--- src/hw/sfs_pkg.sv ---
package sfs_pkg;

    // Time base
    localparam int CLK_PERIOD_NS = 25;
    localparam int MS_NS         = 1000000;
    localparam int MS_CYCLES     = MS_NS / CLK_PERIOD_NS;

    // Register byte offsets
    localparam logic [7:0] OFS_C2_SEL = 8'h00;
    localparam logic [7:0] OFS_C3_SEL = 8'h04;
    localparam logic [7:0] OFS_OT_SEL = 8'h08;
    localparam logic [7:0] OFS_FAST   = 8'h0c;
    localparam logic [7:0] OFS_SLOW   = 8'h10;
    localparam logic [7:0] OFS_BRAKE  = 8'h14;
    localparam logic [7:0] OFS_OCTHR  = 8'h18;
    localparam logic [7:0] OFS_MASK   = 8'h1c;
    localparam logic [7:0] OFS_RATED  = 8'h20;
    localparam logic [7:0] OFS_PHTOL  = 8'h24;
    localparam logic [7:0] OFS_CTRL   = 8'h28;
    localparam logic [7:0] OFS_STAT   = 8'h2c;

    // Values after reset
    localparam logic [15:0] RST_SEL   = 16'h0000;
    localparam logic [15:0] RST_FAST  = 16'h01f4;
    localparam logic [15:0] RST_SLOW  = 16'h03e8;
    localparam logic [15:0] RST_BRAKE = 16'h0000;
    localparam logic [15:0] RST_OCTHR = 16'h012c;
    localparam logic [15:0] RST_MASK  = 16'h0000;
    localparam logic [15:0] RST_RATED = 16'h00dc;
    localparam logic [15:0] RST_PHTOL = 16'h0010;
    localparam logic [3:0]  RST_SYNC  = 4'h2;

    // Stop modes
    localparam logic [2:0] MODE_COAST     = 3'h0;
    localparam logic [2:0] MODE_FAST_OFF  = 3'h1;
    localparam logic [2:0] MODE_SLOW_OFF  = 3'h2;
    localparam logic [2:0] MODE_FAST_HOLD = 3'h3;
    localparam logic [2:0] MODE_SLOW_HOLD = 3'h4;
    localparam logic [2:0] MODE_BRAKE     = 3'h5;
    localparam logic [15:0] MODE_MAX      = 16'h0005;

    // Thresholds
    localparam logic [15:0] OV_220    = 16'h01a4;
    localparam logic [15:0] OV_380    = 16'h02ee;
    localparam logic [15:0] UV_NUM    = 16'h26aa;
    localparam logic [15:0] UV_DEN    = 16'h2710;
    localparam logic [15:0] JUMP_PCT  = 16'h0032;
    localparam int          MASK_OC_BIT = 1;

    // Fault bits and their codes
    localparam int F_OC = 0;
    localparam int F_OV = 1;
    localparam int F_UV = 2;
    localparam int F_CS = 3;
    localparam int F_ENC = 4;
    localparam int F_NVM = 5;
    localparam int F_PH = 6;
    localparam int F_IPC = 7;
    localparam int F_JMP = 8;
    localparam int F_NOIDX = 9;
    localparam int F_NOOFS = 10;
    localparam int NUM_F = 11;
    localparam logic [9:0] FCODE [NUM_F] = '{10'h064, 10'h066, 10'h067, 10'h068, 10'h069,
                                              10'h06a, 10'h06b, 10'h06c, 10'h06d, 10'h071, 10'h072};
    localparam logic [9:0] C1_LO = 10'h064;
    localparam logic [9:0] C1_HI = 10'h0c7;
    localparam logic [9:0] C2_HI = 10'h257;
    localparam logic [9:0] OT_SW_CODE = 10'h0cf;
    localparam logic [9:0] OT_HW_CODE = 10'h0d0;

    // Pin synchroniser bit positions
    localparam int S_RELAY = 0;
    localparam int S_ENC   = 1;
    localparam int S_V380  = 2;
    localparam int S_OT    = 3;

    typedef struct packed {
        logic        valid;
        logic [15:0] pct;
    } sfs_sample_t;

    typedef struct packed {
        logic        valid;
        logic [15:0] wr;
        logic [15:0] rd;
    } sfs_check_t;

    typedef struct packed {
        logic        valid;
        logic [15:0] hall;
        logic [15:0] enc;
    } sfs_phase_t;

    typedef enum logic [2:0] {ST_RUN, ST_COAST, ST_DECEL, ST_HOLD, ST_OFF, ST_BRAKE} sfs_state_t;

endpackage

--- src/hw/sfs_top.sv ---
`timescale 1ns/10ps
`default_nettype none
// Overview of operation
// - Class III stop selector takes 0..5, acts at once, resets to 0.
// - Over-travel stop selector, same encoding, acts at once, resets to 0.
// - Mode 0 drops drive enable at once; motor coasts.
// - Modes 3/4 ramp fast/slow, then stay enabled at standstill.
// - Mode 5 brakes with the braking current setting.
// - Fast stop time in ms, 0..65535, resets to 500.
// - Slow stop time in ms, 0..65535, resets to 1000.
// - Code 100 when current percent exceeds the overcurrent threshold.
// - Mask word bit 1 suppresses code 100.
// - 220 V variant: code 102 above 420 V bus.
// - 380 V variant: code 102 above 750 V bus.
// - Code 103 when bus below rated times 1.414 times 0.7 after relay first closes.
// - Code 104 if current nonzero before relay first closes.
// - Code 105 when encoder missing or failed.
// - Code 106 on memory readback mismatch.
// - Code 108 on inter-processor readback mismatch.
// - Code 109 when successive current samples differ by 50 percent.
// - Code 107 when Hall and encoder phase disagree too much.
// - Self-learning: code 113 no index, code 114 no index offset.
// - Codes 100..199 cut power at once, ignoring any selector.
// - Class II faults use their own 0..5 selector, reset 0.
// - Ramp time is set time times fault speed over rated speed.
// - Modes 1/2 ramp fast/slow energised, then disable at standstill.
module sfs_top
    import sfs_pkg::*;
#(
    parameter int MS_CYC = MS_CYCLES
) (
    input  wire logic        core_clk,
    input  wire logic        srst,
    input  wire logic        psel,
    input  wire logic        penable,
    input  wire logic        pwrite,
    input  wire logic [7:0]  paddr,
    input  wire logic [31:0] pwdata,
    output logic      [31:0] prdata,
    output logic             pready,
    output logic             pslverr,
    input  wire logic        relay_closed_pin,
    input  wire logic        encoder_present_pin,
    input  wire logic        variant_380_pin,
    input  wire logic        hw_overtravel_pin,
    input  wire logic        sw_overtravel,
    input  wire sfs_sample_t measured_current_percent,
    input  wire logic [15:0] bus_voltage_reading,
    input  wire sfs_check_t  nvm_check,
    input  wire sfs_check_t  ipc_check,
    input  wire sfs_phase_t  phase_check,
    input  wire logic        learn_no_index,
    input  wire logic        learn_no_offset,
    input  wire logic        ext_fault_valid,
    input  wire logic [9:0]  ext_fault_code,
    input  wire logic [15:0] motor_speed,
    input  wire logic [15:0] rated_speed,
    output logic             drive_enable,
    output logic             decel_active,
    output logic [15:0]      brake_current,
    output logic [9:0]       fault_code,
    output logic             fault_pending
);

    function automatic logic [15:0] absdiff(input logic [15:0] a, input logic [15:0] b);
        absdiff = (a > b) ? a - b : b - a;
    endfunction

    ////////////////////////////////////////////////////////////////////////////////
    // Pin synchronisers; encoder-present pin starts high so reset does not fake code 105
    logic [3:0] sync1_q, sync2_q;
    always_ff @(posedge core_clk) begin
        if (srst) begin
            sync1_q <= RST_SYNC;
            sync2_q <= RST_SYNC;
        end else begin
            sync1_q <= {hw_overtravel_pin, variant_380_pin, encoder_present_pin, relay_closed_pin};
            sync2_q <= sync1_q;
        end
    end

    ////////////////////////////////////////////////////////////////////////////////
    // APB register file, zero wait states
    logic [15:0] c2_sel_q, c3_sel_q, ot_sel_q, fast_q, slow_q, brake_q, octhr_q, mask_q, rated_q, phtol_q;
    logic [15:0] c2_sel_d, c3_sel_d, ot_sel_d, fast_d, slow_d, brake_d, octhr_d, mask_d, rated_d, phtol_d;
    logic        wr_en, clr;
    logic        mapped;

    assign wr_en   = psel && penable && pwrite;
    assign pready  = 1'b1;
    assign mapped  = (paddr <= OFS_STAT) && (paddr[1:0] == 2'b00);
    assign pslverr = psel && penable && !mapped;
    assign clr     = wr_en && (paddr == OFS_CTRL) && pwdata[0];

    always_comb begin
        c2_sel_d = c2_sel_q;
        c3_sel_d = c3_sel_q;
        ot_sel_d = ot_sel_q;
        fast_d   = fast_q;
        slow_d   = slow_q;
        brake_d  = brake_q;
        octhr_d  = octhr_q;
        mask_d   = mask_q;
        rated_d  = rated_q;
        phtol_d  = phtol_q;
        if (wr_en) begin
            // Out-of-range stop modes are ignored rather than clipped
            case (paddr)
                OFS_C2_SEL: if (pwdata[15:0] <= MODE_MAX) c2_sel_d = pwdata[15:0];
                OFS_C3_SEL: if (pwdata[15:0] <= MODE_MAX) c3_sel_d = pwdata[15:0];
                OFS_OT_SEL: if (pwdata[15:0] <= MODE_MAX) ot_sel_d = pwdata[15:0];
                OFS_FAST:   fast_d  = pwdata[15:0];
                OFS_SLOW:   slow_d  = pwdata[15:0];
                OFS_BRAKE:  brake_d = pwdata[15:0];
                OFS_OCTHR:  octhr_d = pwdata[15:0];
                OFS_MASK:   mask_d  = pwdata[15:0];
                OFS_RATED:  rated_d = pwdata[15:0];
                OFS_PHTOL:  phtol_d = pwdata[15:0];
                default: ;
            endcase
        end
    end

    always_ff @(posedge core_clk) begin
        if (srst) begin
            c2_sel_q <= RST_SEL;
            c3_sel_q <= RST_SEL;
            ot_sel_q <= RST_SEL;
            fast_q   <= RST_FAST;
            slow_q   <= RST_SLOW;
            brake_q  <= RST_BRAKE;
            octhr_q  <= RST_OCTHR;
            mask_q   <= RST_MASK;
            rated_q  <= RST_RATED;
            phtol_q  <= RST_PHTOL;
        end else begin
            c2_sel_q <= c2_sel_d;
            c3_sel_q <= c3_sel_d;
            ot_sel_q <= ot_sel_d;
            fast_q   <= fast_d;
            slow_q   <= slow_d;
            brake_q  <= brake_d;
            octhr_q  <= octhr_d;
            mask_q   <= mask_d;
            rated_q  <= rated_d;
            phtol_q  <= phtol_d;
        end
    end

    ////////////////////////////////////////////////////////////////////////////////
    // Fault detection and latching
    logic [NUM_F-1:0] flt_q, flt_d, det;
    logic [15:0]      prev_pct_q, prev_pct_d, ov_lim;
    logic             prev_ok_q, prev_ok_d, pwrup_q, pwrup_d;
    logic             c1x_q, c1x_d, c2_q, c2_d, c3_q, c3_d, ot_q, ot_d;
    logic [9:0]       c1x_code_q, c1x_code_d, c2_code_q, c2_code_d, c3_code_q, c3_code_d, ot_code_q, ot_code_d;
    logic             ot_event;

    assign ov_lim   = sync2_q[S_V380] ? OV_380 : OV_220;
    assign ot_event = sw_overtravel || sync2_q[S_OT];

    always_comb begin
        det = '0;
        det[F_OC]    = measured_current_percent.valid && (measured_current_percent.pct > octhr_q)
                       && !mask_q[MASK_OC_BIT];
        det[F_OV]    = bus_voltage_reading > ov_lim;
        // Undervoltage waits for the relay, else every power-up would trip
        det[F_UV]    = !pwrup_q && ({16'h0000, bus_voltage_reading} * {16'h0000, UV_DEN}
                       < {16'h0000, rated_q} * {16'h0000, UV_NUM});
        det[F_CS]    = pwrup_q && measured_current_percent.valid
                       && (measured_current_percent.pct != 16'h0000);
        det[F_ENC]   = !sync2_q[S_ENC];
        det[F_NVM]   = nvm_check.valid && (nvm_check.wr != nvm_check.rd);
        det[F_PH]    = phase_check.valid && (absdiff(phase_check.hall, phase_check.enc) > phtol_q);
        det[F_IPC]   = ipc_check.valid && (ipc_check.wr != ipc_check.rd);
        det[F_JMP]   = measured_current_percent.valid && prev_ok_q
                       && (absdiff(measured_current_percent.pct, prev_pct_q) >= JUMP_PCT);
        det[F_NOIDX] = learn_no_index;
        det[F_NOOFS] = learn_no_offset;
        // New events win over a clear in the same cycle
        flt_d      = (clr ? '0 : flt_q) | det;
        prev_pct_d = measured_current_percent.valid ? measured_current_percent.pct : prev_pct_q;
        prev_ok_d  = prev_ok_q || measured_current_percent.valid;
        pwrup_d    = pwrup_q && !sync2_q[S_RELAY];
        c1x_d      = c1x_q && !clr;
        c2_d       = c2_q && !clr;
        c3_d       = c3_q && !clr;
        ot_d       = (ot_q && !clr) || ot_event;
        c1x_code_d = c1x_d ? c1x_code_q : 10'h000;
        c2_code_d  = c2_d ? c2_code_q : 10'h000;
        c3_code_d  = c3_d ? c3_code_q : 10'h000;
        ot_code_d  = ot_d ? ot_code_q : 10'h000;
        if (ot_event && !(ot_q && !clr))
            ot_code_d = sw_overtravel ? OT_SW_CODE : OT_HW_CODE;
        if (ext_fault_valid) begin
            // First code of each class is kept for reporting
            if (ext_fault_code >= C1_LO && ext_fault_code <= C1_HI) begin
                if (!c1x_d) c1x_code_d = ext_fault_code;
                c1x_d = 1'b1;
            end else if (ext_fault_code > C1_HI && ext_fault_code <= C2_HI) begin
                if (!c2_d) c2_code_d = ext_fault_code;
                c2_d = 1'b1;
            end else if (ext_fault_code > C2_HI) begin
                if (!c3_d) c3_code_d = ext_fault_code;
                c3_d = 1'b1;
            end
        end
    end

    always_ff @(posedge core_clk) begin
        if (srst) begin
            flt_q      <= '0;
            prev_pct_q <= 16'h0000;
            prev_ok_q  <= 1'b0;
            pwrup_q    <= 1'b1;
            c1x_q      <= 1'b0;
            c2_q       <= 1'b0;
            c3_q       <= 1'b0;
            ot_q       <= 1'b0;
            c1x_code_q <= 10'h000;
            c2_code_q  <= 10'h000;
            c3_code_q  <= 10'h000;
            ot_code_q  <= 10'h000;
        end else begin
            flt_q      <= flt_d;
            prev_pct_q <= prev_pct_d;
            prev_ok_q  <= prev_ok_d;
            pwrup_q    <= pwrup_d;
            c1x_q      <= c1x_d;
            c2_q       <= c2_d;
            c3_q       <= c3_d;
            ot_q       <= ot_d;
            c1x_code_q <= c1x_code_d;
            c2_code_q  <= c2_code_d;
            c3_code_q  <= c3_code_d;
            ot_code_q  <= ot_code_d;
        end
    end

    ////////////////////////////////////////////////////////////////////////////////
    // Stop mode selection by severity
    logic       c1, any_flt;
    logic [2:0] mode;
    logic [9:0] rep_code;

    assign c1      = (|flt_q) || c1x_q;
    assign any_flt = c1 || ot_q || c2_q || c3_q;

    always_comb begin
        rep_code = 10'h000;
        if (c1) begin
            rep_code = c1x_code_q;
            for (int i = NUM_F - 1; i >= 0; i--) begin
                if (flt_q[i]) rep_code = FCODE[i];
            end
        end else if (ot_q) rep_code = ot_code_q;
        else if (c2_q) rep_code = c2_code_q;
        else if (c3_q) rep_code = c3_code_q;
        // Selectors are read live, so a write acts on the very next decision
        if (c1) mode = MODE_COAST;
        else if (ot_q) mode = ot_sel_q[2:0];
        else if (c2_q) mode = c2_sel_q[2:0];
        else mode = c3_sel_q[2:0];
    end

    ////////////////////////////////////////////////////////////////////////////////
    // Stop sequencer; ramp length is fixed when the ramp starts
    sfs_state_t  st_q, st_d;
    logic [31:0] ramp_q, ramp_d, tick_q, tick_d, ramp_calc, prod;
    logic [15:0] set_ms, brake_cur_q, brake_cur_d;
    logic        drive_en_q, drive_en_d;
    logic [9:0]  code_q;
    logic        ms_tick;

    assign ms_tick = (tick_q == 32'(MS_CYC - 1));
    assign set_ms  = (mode == MODE_FAST_OFF || mode == MODE_FAST_HOLD) ? fast_q : slow_q;
    assign prod    = {16'h0000, set_ms} * {16'h0000, motor_speed};
    assign ramp_calc = (rated_speed == 16'h0000) ? {16'h0000, set_ms}
                       : prod / {16'h0000, rated_speed};

    always_comb begin
        st_d   = st_q;
        ramp_d = ramp_q;
        tick_d = ms_tick ? 32'h0000_0000 : tick_q + 32'h0000_0001;
        case (st_q)
            ST_RUN: begin
                if (any_flt) begin
                    case (mode)
                        MODE_COAST: st_d = ST_COAST;
                        MODE_BRAKE: st_d = ST_BRAKE;
                        default: begin
                            st_d   = ST_DECEL;
                            ramp_d = ramp_calc;
                            tick_d = 32'h0000_0000;
                        end
                    endcase
                end
            end
            ST_DECEL: begin
                if (c1 || mode == MODE_COAST) st_d = ST_COAST;
                else if (ramp_q == 32'h0000_0000) begin
                    if (mode == MODE_FAST_OFF || mode == MODE_SLOW_OFF) st_d = ST_OFF;
                    else if (mode == MODE_BRAKE) st_d = ST_BRAKE;
                    else st_d = ST_HOLD;
                end else if (ms_tick) ramp_d = ramp_q - 32'h0000_0001;
            end
            ST_HOLD, ST_OFF, ST_BRAKE: begin
                if (c1 || mode == MODE_COAST) st_d = ST_COAST;
                else if (!any_flt) st_d = ST_RUN;
            end
            ST_COAST: if (!any_flt) st_d = ST_RUN;
            default: st_d = ST_COAST;
        endcase
        drive_en_d  = !(st_d == ST_COAST || st_d == ST_OFF);
        brake_cur_d = (st_d == ST_BRAKE) ? brake_q : 16'h0000;
    end

    always_ff @(posedge core_clk) begin
        if (srst) begin
            st_q        <= ST_RUN;
            ramp_q      <= 32'h0000_0000;
            tick_q      <= 32'h0000_0000;
            drive_en_q  <= 1'b1;
            brake_cur_q <= 16'h0000;
            code_q      <= 10'h000;
        end else begin
            st_q        <= st_d;
            ramp_q      <= ramp_d;
            tick_q      <= tick_d;
            drive_en_q  <= drive_en_d;
            brake_cur_q <= brake_cur_d;
            code_q      <= rep_code;
        end
    end

    assign drive_enable  = drive_en_q;
    assign decel_active  = (st_q == ST_DECEL);
    assign brake_current = brake_cur_q;
    assign fault_code    = code_q;
    assign fault_pending = any_flt;

    always_comb begin
        case (paddr)
            OFS_C2_SEL: prdata = {16'h0000, c2_sel_q};
            OFS_C3_SEL: prdata = {16'h0000, c3_sel_q};
            OFS_OT_SEL: prdata = {16'h0000, ot_sel_q};
            OFS_FAST:   prdata = {16'h0000, fast_q};
            OFS_SLOW:   prdata = {16'h0000, slow_q};
            OFS_BRAKE:  prdata = {16'h0000, brake_q};
            OFS_OCTHR:  prdata = {16'h0000, octhr_q};
            OFS_MASK:   prdata = {16'h0000, mask_q};
            OFS_RATED:  prdata = {16'h0000, rated_q};
            OFS_PHTOL:  prdata = {16'h0000, phtol_q};
            OFS_STAT:   prdata = {6'h00, flt_q, drive_en_q, any_flt, st_q, code_q};
            default:    prdata = 32'h0000_0000;
        endcase
    end
endmodule
`default_nettype wire

--- config.mk ---
export PLATFORM = sky130hd
export DESIGN_NAME = sfs_top
export DESIGN_NICKNAME = d
export VERILOG_FILES = /design/src/hw/sfs_pkg.sv /design/src/hw/sfs_top.sv
export SDC_FILE = /design/constraint.sdc
export NUM_CORES = 2
export LEC_CHECK = 0
export ABC_AREA = 1
export ABC_CLOCK_PERIOD_IN_PS = 109200
export BUFFER_PORTS_ARGS = -buffer_cell sky130_fd_sc_hd__clkbuf_2
export CAP_MARGIN = 10
export CORE_AREA = 2 2 326 328
export DETAILED_ROUTE_END_ITERATION = 10
export DIE_AREA = 0 0 328 330
export GPL_TIMING_DRIVEN = 0
export PLACE_DENSITY = 0.75
export SETUP_SLACK_MARGIN = 0.5
export SLEW_MARGIN = 20
export SYNTH_ARGS = -nofsm -noshare
export SYNTH_HDL_FRONTEND = slang
export SYNTH_SLANG_ARGS = --single-unit
--- constraint.sdc ---
create_clock -name core_clk -period 109.2 [get_ports core_clk]
set_input_delay 10.92 -clock core_clk [delete_from_list [all_inputs] [get_ports core_clk]]
set_output_delay 10.92 -clock core_clk [all_outputs]
set_load 0.005 [all_outputs]
* Word-level counts from Yosys, hierarchy flattened *
Index checks and enable logic that the tools add are counted.

storage, ports and cells
  logic and storage cells = 225
  input port bits = 227
  flip-flop bits (word level) = 335
  output and inout bits = 63

cells by class
  bitwise operators = 2
  equal/unequal tests = 32
  multiplexer cells = 71
  $mul = 3
  reduce and logical (&&, ||, !) cells = 66
  $add $sub $neg = 6
  divide/modulo/power cells = 1
  magnitude comparators = 14

operators by type and width
  operator                  number
  $mux W10                  33
  $mux W32                  10
  $pmux W26 S11             1
  $gt A16 B16 Y1            4
  $pmux W32 S2              1
  $sub A16 B16 Y16          4
  $mux W16                  3
  $add A32 B1 Y32 const B   1
  $div A32 B16 Y32          1
  $eq A32 B16 Y1 const B    1
  $eq A8 B5 Y1 const B      4
  $eq A8 B6 Y1 const B      4
  $logic_not A32 Y1         1
  $mul A16 B16 Y32          1
  $ne A16 B16 Y1            2
  $sub A32 B1 Y32 const B   1
  $lt A30 B30 Y1            1
  $mux W3                   10
  $mul A16 B13 Y29 const B  1
  $mul A16 B10 Y26 const B  1
  $logic_and A1 B1 Y1       24
  $eq A8 B4 Y1 const B      2
  $ge A16 B6 Y1 const B     1
  $gt A16 B10 Y1            1
  other kinds (34)          82

* Depth between registers and ports, before layout *
  word-level depth = 12
  gate-level depth with buffers = 732
  mapped depth without buffers = 678

* Least setup slack after synthesis *
OpenSTA, ideal clock, no wires.

  path kind = input to register
  start point = in motor_speed[4]
  end point = reg ramp_q[0]
  arrival = 104869 ps
  stages on the path = 700
  setup slack = 4211 ps
  data required time = 109080 ps
  setup time = 120 ps
  buffers on the path = 53
  cell sequence = inv_1 > clkbuf_1 > nor2_1 > fa_1 > fa_1 > inv_1 > fa_1 > inv_1 > fa_1 > fa_1 > inv_1 > fa_1 > inv_1 > ha_1 > nand2_2 > nor2_2 > nand2_1 > nor2_1 > [664 not listed] > nor2_1 > a21oi_1 > ha_1 > a21boi_0 > o21a_1 > o21ai_0 > nand2_1 > a21o_1 > a21oi_1 > o21ai_0 > a21oi_1 > o21ai_0 > a211oi_1 > nand3_1 > nor2_1 > nand2_1 > o21bai_1 > a21oi_1

on the way
  cells in the longest elaborated chain, start to end = 6

RTL lines
  item                  line            RTL
  start, declared       sfs_top.sv:56   input wire logic [15:0] motor_speed,
  $mul A16 B16 Y32      sfs_top.sv:277  assign prod = {16'h0000, set_ms} * {16'h0000, motor_speed};
  $div A32 B16 Y32      sfs_top.sv:279  : prod / {16'h0000, rated_speed};
  $mux W32              sfs_top.sv:278  assign ramp_calc = (rated_speed == 16'h0000) ? {16'h0000, set_ms}
  $mux W32              sfs_top.sv:288  case (mode)
  $mux W32              sfs_top.sv:287  if (any_flt) begin
  $pmux W32 S2          sfs_top.sv:285  case (st_q)
  end signal, assigned  sfs_top.sv:328  ramp_q <= ramp_d;
  end, declared         sfs_top.sv:269  logic [31:0] ramp_q, ramp_d, tick_q, tick_d, ramp_calc, prod;

Every way passes these cells. The select of a mux whose other input is x is not followed.
A chain may end at the register's enable or synchronous reset.

* Final worst setup path *
  start point = in motor_speed[1]
  end point = reg ramp_q[0]

Same word-level chain as after synthesis.

==> results.txt <==
----------------------------------------------------
[Run status]
  Status ... finished, final reports clean

[Hold path]
  End point of the most critical hold path ... sync2_q[1]
  Hold WC Path Type ... flip-flop to flip-flop
  Worst hold start ... sync1_q[1]
  Worst hold path stage count ... 1

[Place]
  Post-Place Cell Area ... 60,100 µm²
  Cells after DPL ... 10,139
  Detail Placement HPWL ... 138,000 µm
  Final weighted congestion in routability-driven placement ... 1.01
  Number of I/O port buffers ... 251
  Post-place setup slack ... -14,970 ps

[Setup path]
  Startpoint type of the worst setup path ... input pin
  Most used cell along the critical path ... sky130_fd_sc_hd__nand2_1
  Depth of the worst register-to-register path ... 716
  Endpoint class of the critical path ... flip-flop
  Top fanout value on the critical path ... 10
  Reg-to-reg endpoint ... ramp_q[0]
  Critical path's slowest cell ... sky130_fd_sc_hd__fa_1
  Critical path class ... input pin to flip-flop
  Longest individual stage delay on the worst path ... 580 ps
  Reg-to-reg critical path startpoint ... flt_q[8]
  Critical path required time ... 109,640 ps
  Flop2flop setup slack ... 14,460 ps
  Crit path DAT ... 102,710 ps

[Floorplan]
  Standard cell core area ... 105,000 µm²
  Die Footprint ... 108,000 µm²
  Chip width ... 328 µm
  Boundary pin count ... 290
  Die H ... 330 µm
  Row count ... 119
  Effective utilization at floorplan ... 54.5%

[Layout]
  Fraction of final layout cells with drive strength greater than 1 ... 13.3%
  Synth-to-layout area growth ... 12.0%
  Commonest cells after routing, fill and taps aside ... sky130_fd_sc_hd__nand2_1 (1,613), sky130_fd_sc_hd__inv_1 (1,481), sky130_fd_sc_hd__ha_1 (784), sky130_fd_sc_hd__nor2_1 (635), sky130_fd_sc_hd__o21ai_0 (491)
  Final cell area excluding filler cells ... 64,000 µm²
  Filler-free cell count of the finished design ... 10,353
  Nets ... 10,249
  Most common library cell in the layout ignoring fill and taps ... sky130_fd_sc_hd__nand2_1
  Fill cell total of the finished layout ... 9,828

[Logic synthesis]
  Async set or reset register ratio after synthesis ... 0%
  Share of synthesized area spent on multiplexers ... 0.184%
  Count of unique library cells instantiated by Yosys ... 83
  Main combinational cell family by area after synthesis ... adder cells
  Total standard cell area after synthesis ... 57,100 µm²
  Simple-gate area share of the yosys netlist ... 25.9%
  Complex-gate fraction of the synthesized area ... 15.8%
  Xor/xnor cell area share of the yosys netlist ... 6.40%
  Mean instance size in the synthesized netlist ... 6.73 µm²
  EDFF count, synth ... 0
  Largest cells by area after synthesis ... sky130_fd_sc_hd__ha_1 (17%), sky130_fd_sc_hd__dfxtp_1 (12%), sky130_fd_sc_hd__nand2_1 (11%)
  Cell taking the most area after synthesis ... sky130_fd_sc_hd__ha_1
  Number of synthesis warnings ... 0
  Synth Register Bits ... 328
  Post-Syn Instances ... 8,489
  Proportion of synthesized chip area in sequential cells ... 11.5%
  Area share of fa/ha/maj cells after synthesis ... 27.8%
  Yosys top cell area share ... 17.5%
  Primary FF master, synth ... sky130_fd_sc_hd__dfxtp_1

[STA]
  Number of pins exceeding their max-slew limit in the final report ... 0
  Highest attainable clock frequency ... 9.78 MHz
  Final Hold Violating Endpoints ... 0
  Worst relative slew slack ... 22.9%
  Number of endpoints failing setup at the final stage ... 0
  Clock period minus final worst setup slack ... 102,270 ps
  Final period util ... 93.7%
  Slew at the pin closest to its max-slew limit ... 1150 ps
  Total negative slack ... 0 ps
  Final setup slack of the worst path ... 6930 ps
  Maximum clock skew at final layout ... 28.4 ps

[Clocking]
  TritonCTS clock tree ... yes
  Level count of the clock H-tree ... 2
  Skew-Pair Late Insertion Delay ... 570 ps
  Clock-pin slew of the registers on the worst-case setup and hold paths ... 60 ps
  Max clock buf depth ... 3
  Hold-fix buffers at CTS ... 0
  Clk sinks ... 328
  Number of clock buffers inserted by TritonCTS ... 36
  Root buf cell ... sky130_fd_sc_hd__clkbuf_16

[Drt]
  Wirelength per Cell ... 16.4 µm
  Violation count after the first detailed-route iteration ... 4,026
  Router iterations before antenna repair ... 6
  Antenna viol nets, final ... 0
  Vias per cell ... 5.52
  Sum of routed wire length over all layers ... 170,000 µm
  DRC Markers ... 0
  Vias ... 57,191

[Global routing]
  Vias in the first global route ... 53,612
  All-layer global routing usage ... 30.1%
  Wire length of the first global-routing pass ... 269,000 µm
  Number of antenna violations at the first check in global routing ... 4
  Maximum number of pins on one net before global-route repair ... 33
  Overflow left after global routing ... 0

[Job]
  Number of violations of the max-capacitance limit ... 0

----------------------------------------------------
sequential cells by signal, indices dropped and copies added (netlist names), 4 cells and up, named ones only:
register and flops:
ramp_q 32, tick_q 32, brake_current 16, brake_q 16, c2_sel_q 16, c3_sel_q 16
fast_q 16, mask_q 16, octhr_q 16, ot_sel_q 16, phtol_q 16, prev_pct_q 16
rated_q 16, slow_q 16, flt_q 11, fault_code 10, sync1_q 4, sync2_q 4
area by class of cell:
cell class | instances | area [µm²] | area share, %
Antenna cell | 3 | 7.51 | 0.0117
Buffer | 206 | 1400 | 2.19
Clock buffer | 49 | 1030 | 1.61
Clock inverter | 17 | 204 | 0.319
Inverter | 1588 | 6040 | 9.44
Multi-Input combinational cell | 6372 | 44600 | 69.7
Sequential cell | 328 | 6570 | 10.3
Tap cell | 1391 | 1740 | 2.72
Timing Repair Buffer | 399 | 2370 | 3.70
layer usage:
layer / part of all wire [%] / GRT usage (%) / vias up
li1: - / - / 28424
met1: 42 / 37.9 / 26665
met2: 48 / 52.3 / 1704
met3: 6.1 / 3.90 / 392
met4: 4.3 / 11.4 / 6
met5: 0.022 / 0 / -
cells in the mapped netlist, drive strengths merged, types with 14 or more instances:
cell     count
nand2     1752
inv       1557
ha         797
nor2       719
a21oi      603
o21ai      585
nand3      469
dfxtp      328
fa         294
xor2       242
xnor2      175
clkbuf     153
nand4      119
nor3        91
a21o        71
buf         53
or2         51
a221oi      47
o21bai      42
a31oi       33
o211ai      32
clkinv      31
o22ai       26
nand3b      25
nor4        25
a211oi      24
o21a        23
o2111ai     14
o31ai       14
cells by family (layout without fill, tap and decap cells):
logic type               Yosys count  after routing
AO/OA/AOI/OAI                   1572           1572
XOR/XNOR                         417            417
adder cells (fa/ha/maj)         1091           1091
buffers and inverters           1794           2259
flip-flops                       328            328
multiplexers                      10             10
other                              2             10
AND/OR/NAND/NOR                 3275           3275
worst max path at each step:
stage	from	end	depth (start not counted)
final	motor_speed[1]	ramp_q[0]	713
after detailed placement	motor_speed[4]	ramp_q[0]	704
after floorplan	motor_speed[4]	ramp_q[0]	700
after global placement	motor_speed[4]	ramp_q[0]	698
after global routing	motor_speed[6]	ramp_q[0]	720
after CTS	motor_speed[4]	ramp_q[0]	712
worst max-delay path, delay by kind of cell:
family,cells,cell delay [ps]
AOI/OAI and AO/OA,263,39600
and+or+nand+nor,219,20260
buffers and inverters,191,18760
adders and majority gates,39,12840
xor gates and xnor gates,1,150
repair_timing:
item	CTS	global route
pin swaps	34	139
endpoints found under the hold margin	0	0
buffers inserted	23	122
setup endpoints to repair	5	4
resized for setup	212	282
stage by stage:
stage	util, %	hold WS, ps
global placement	57.4	393
detailed placement	57.5	393
finish	61.1	410
CTS	59.4	407
global route	61.1	430
floorplan	-	388
Power is left out: the tool's default activity adds up to more than one toggle a clock period on the data nets, which glitch-free logic cannot reach.
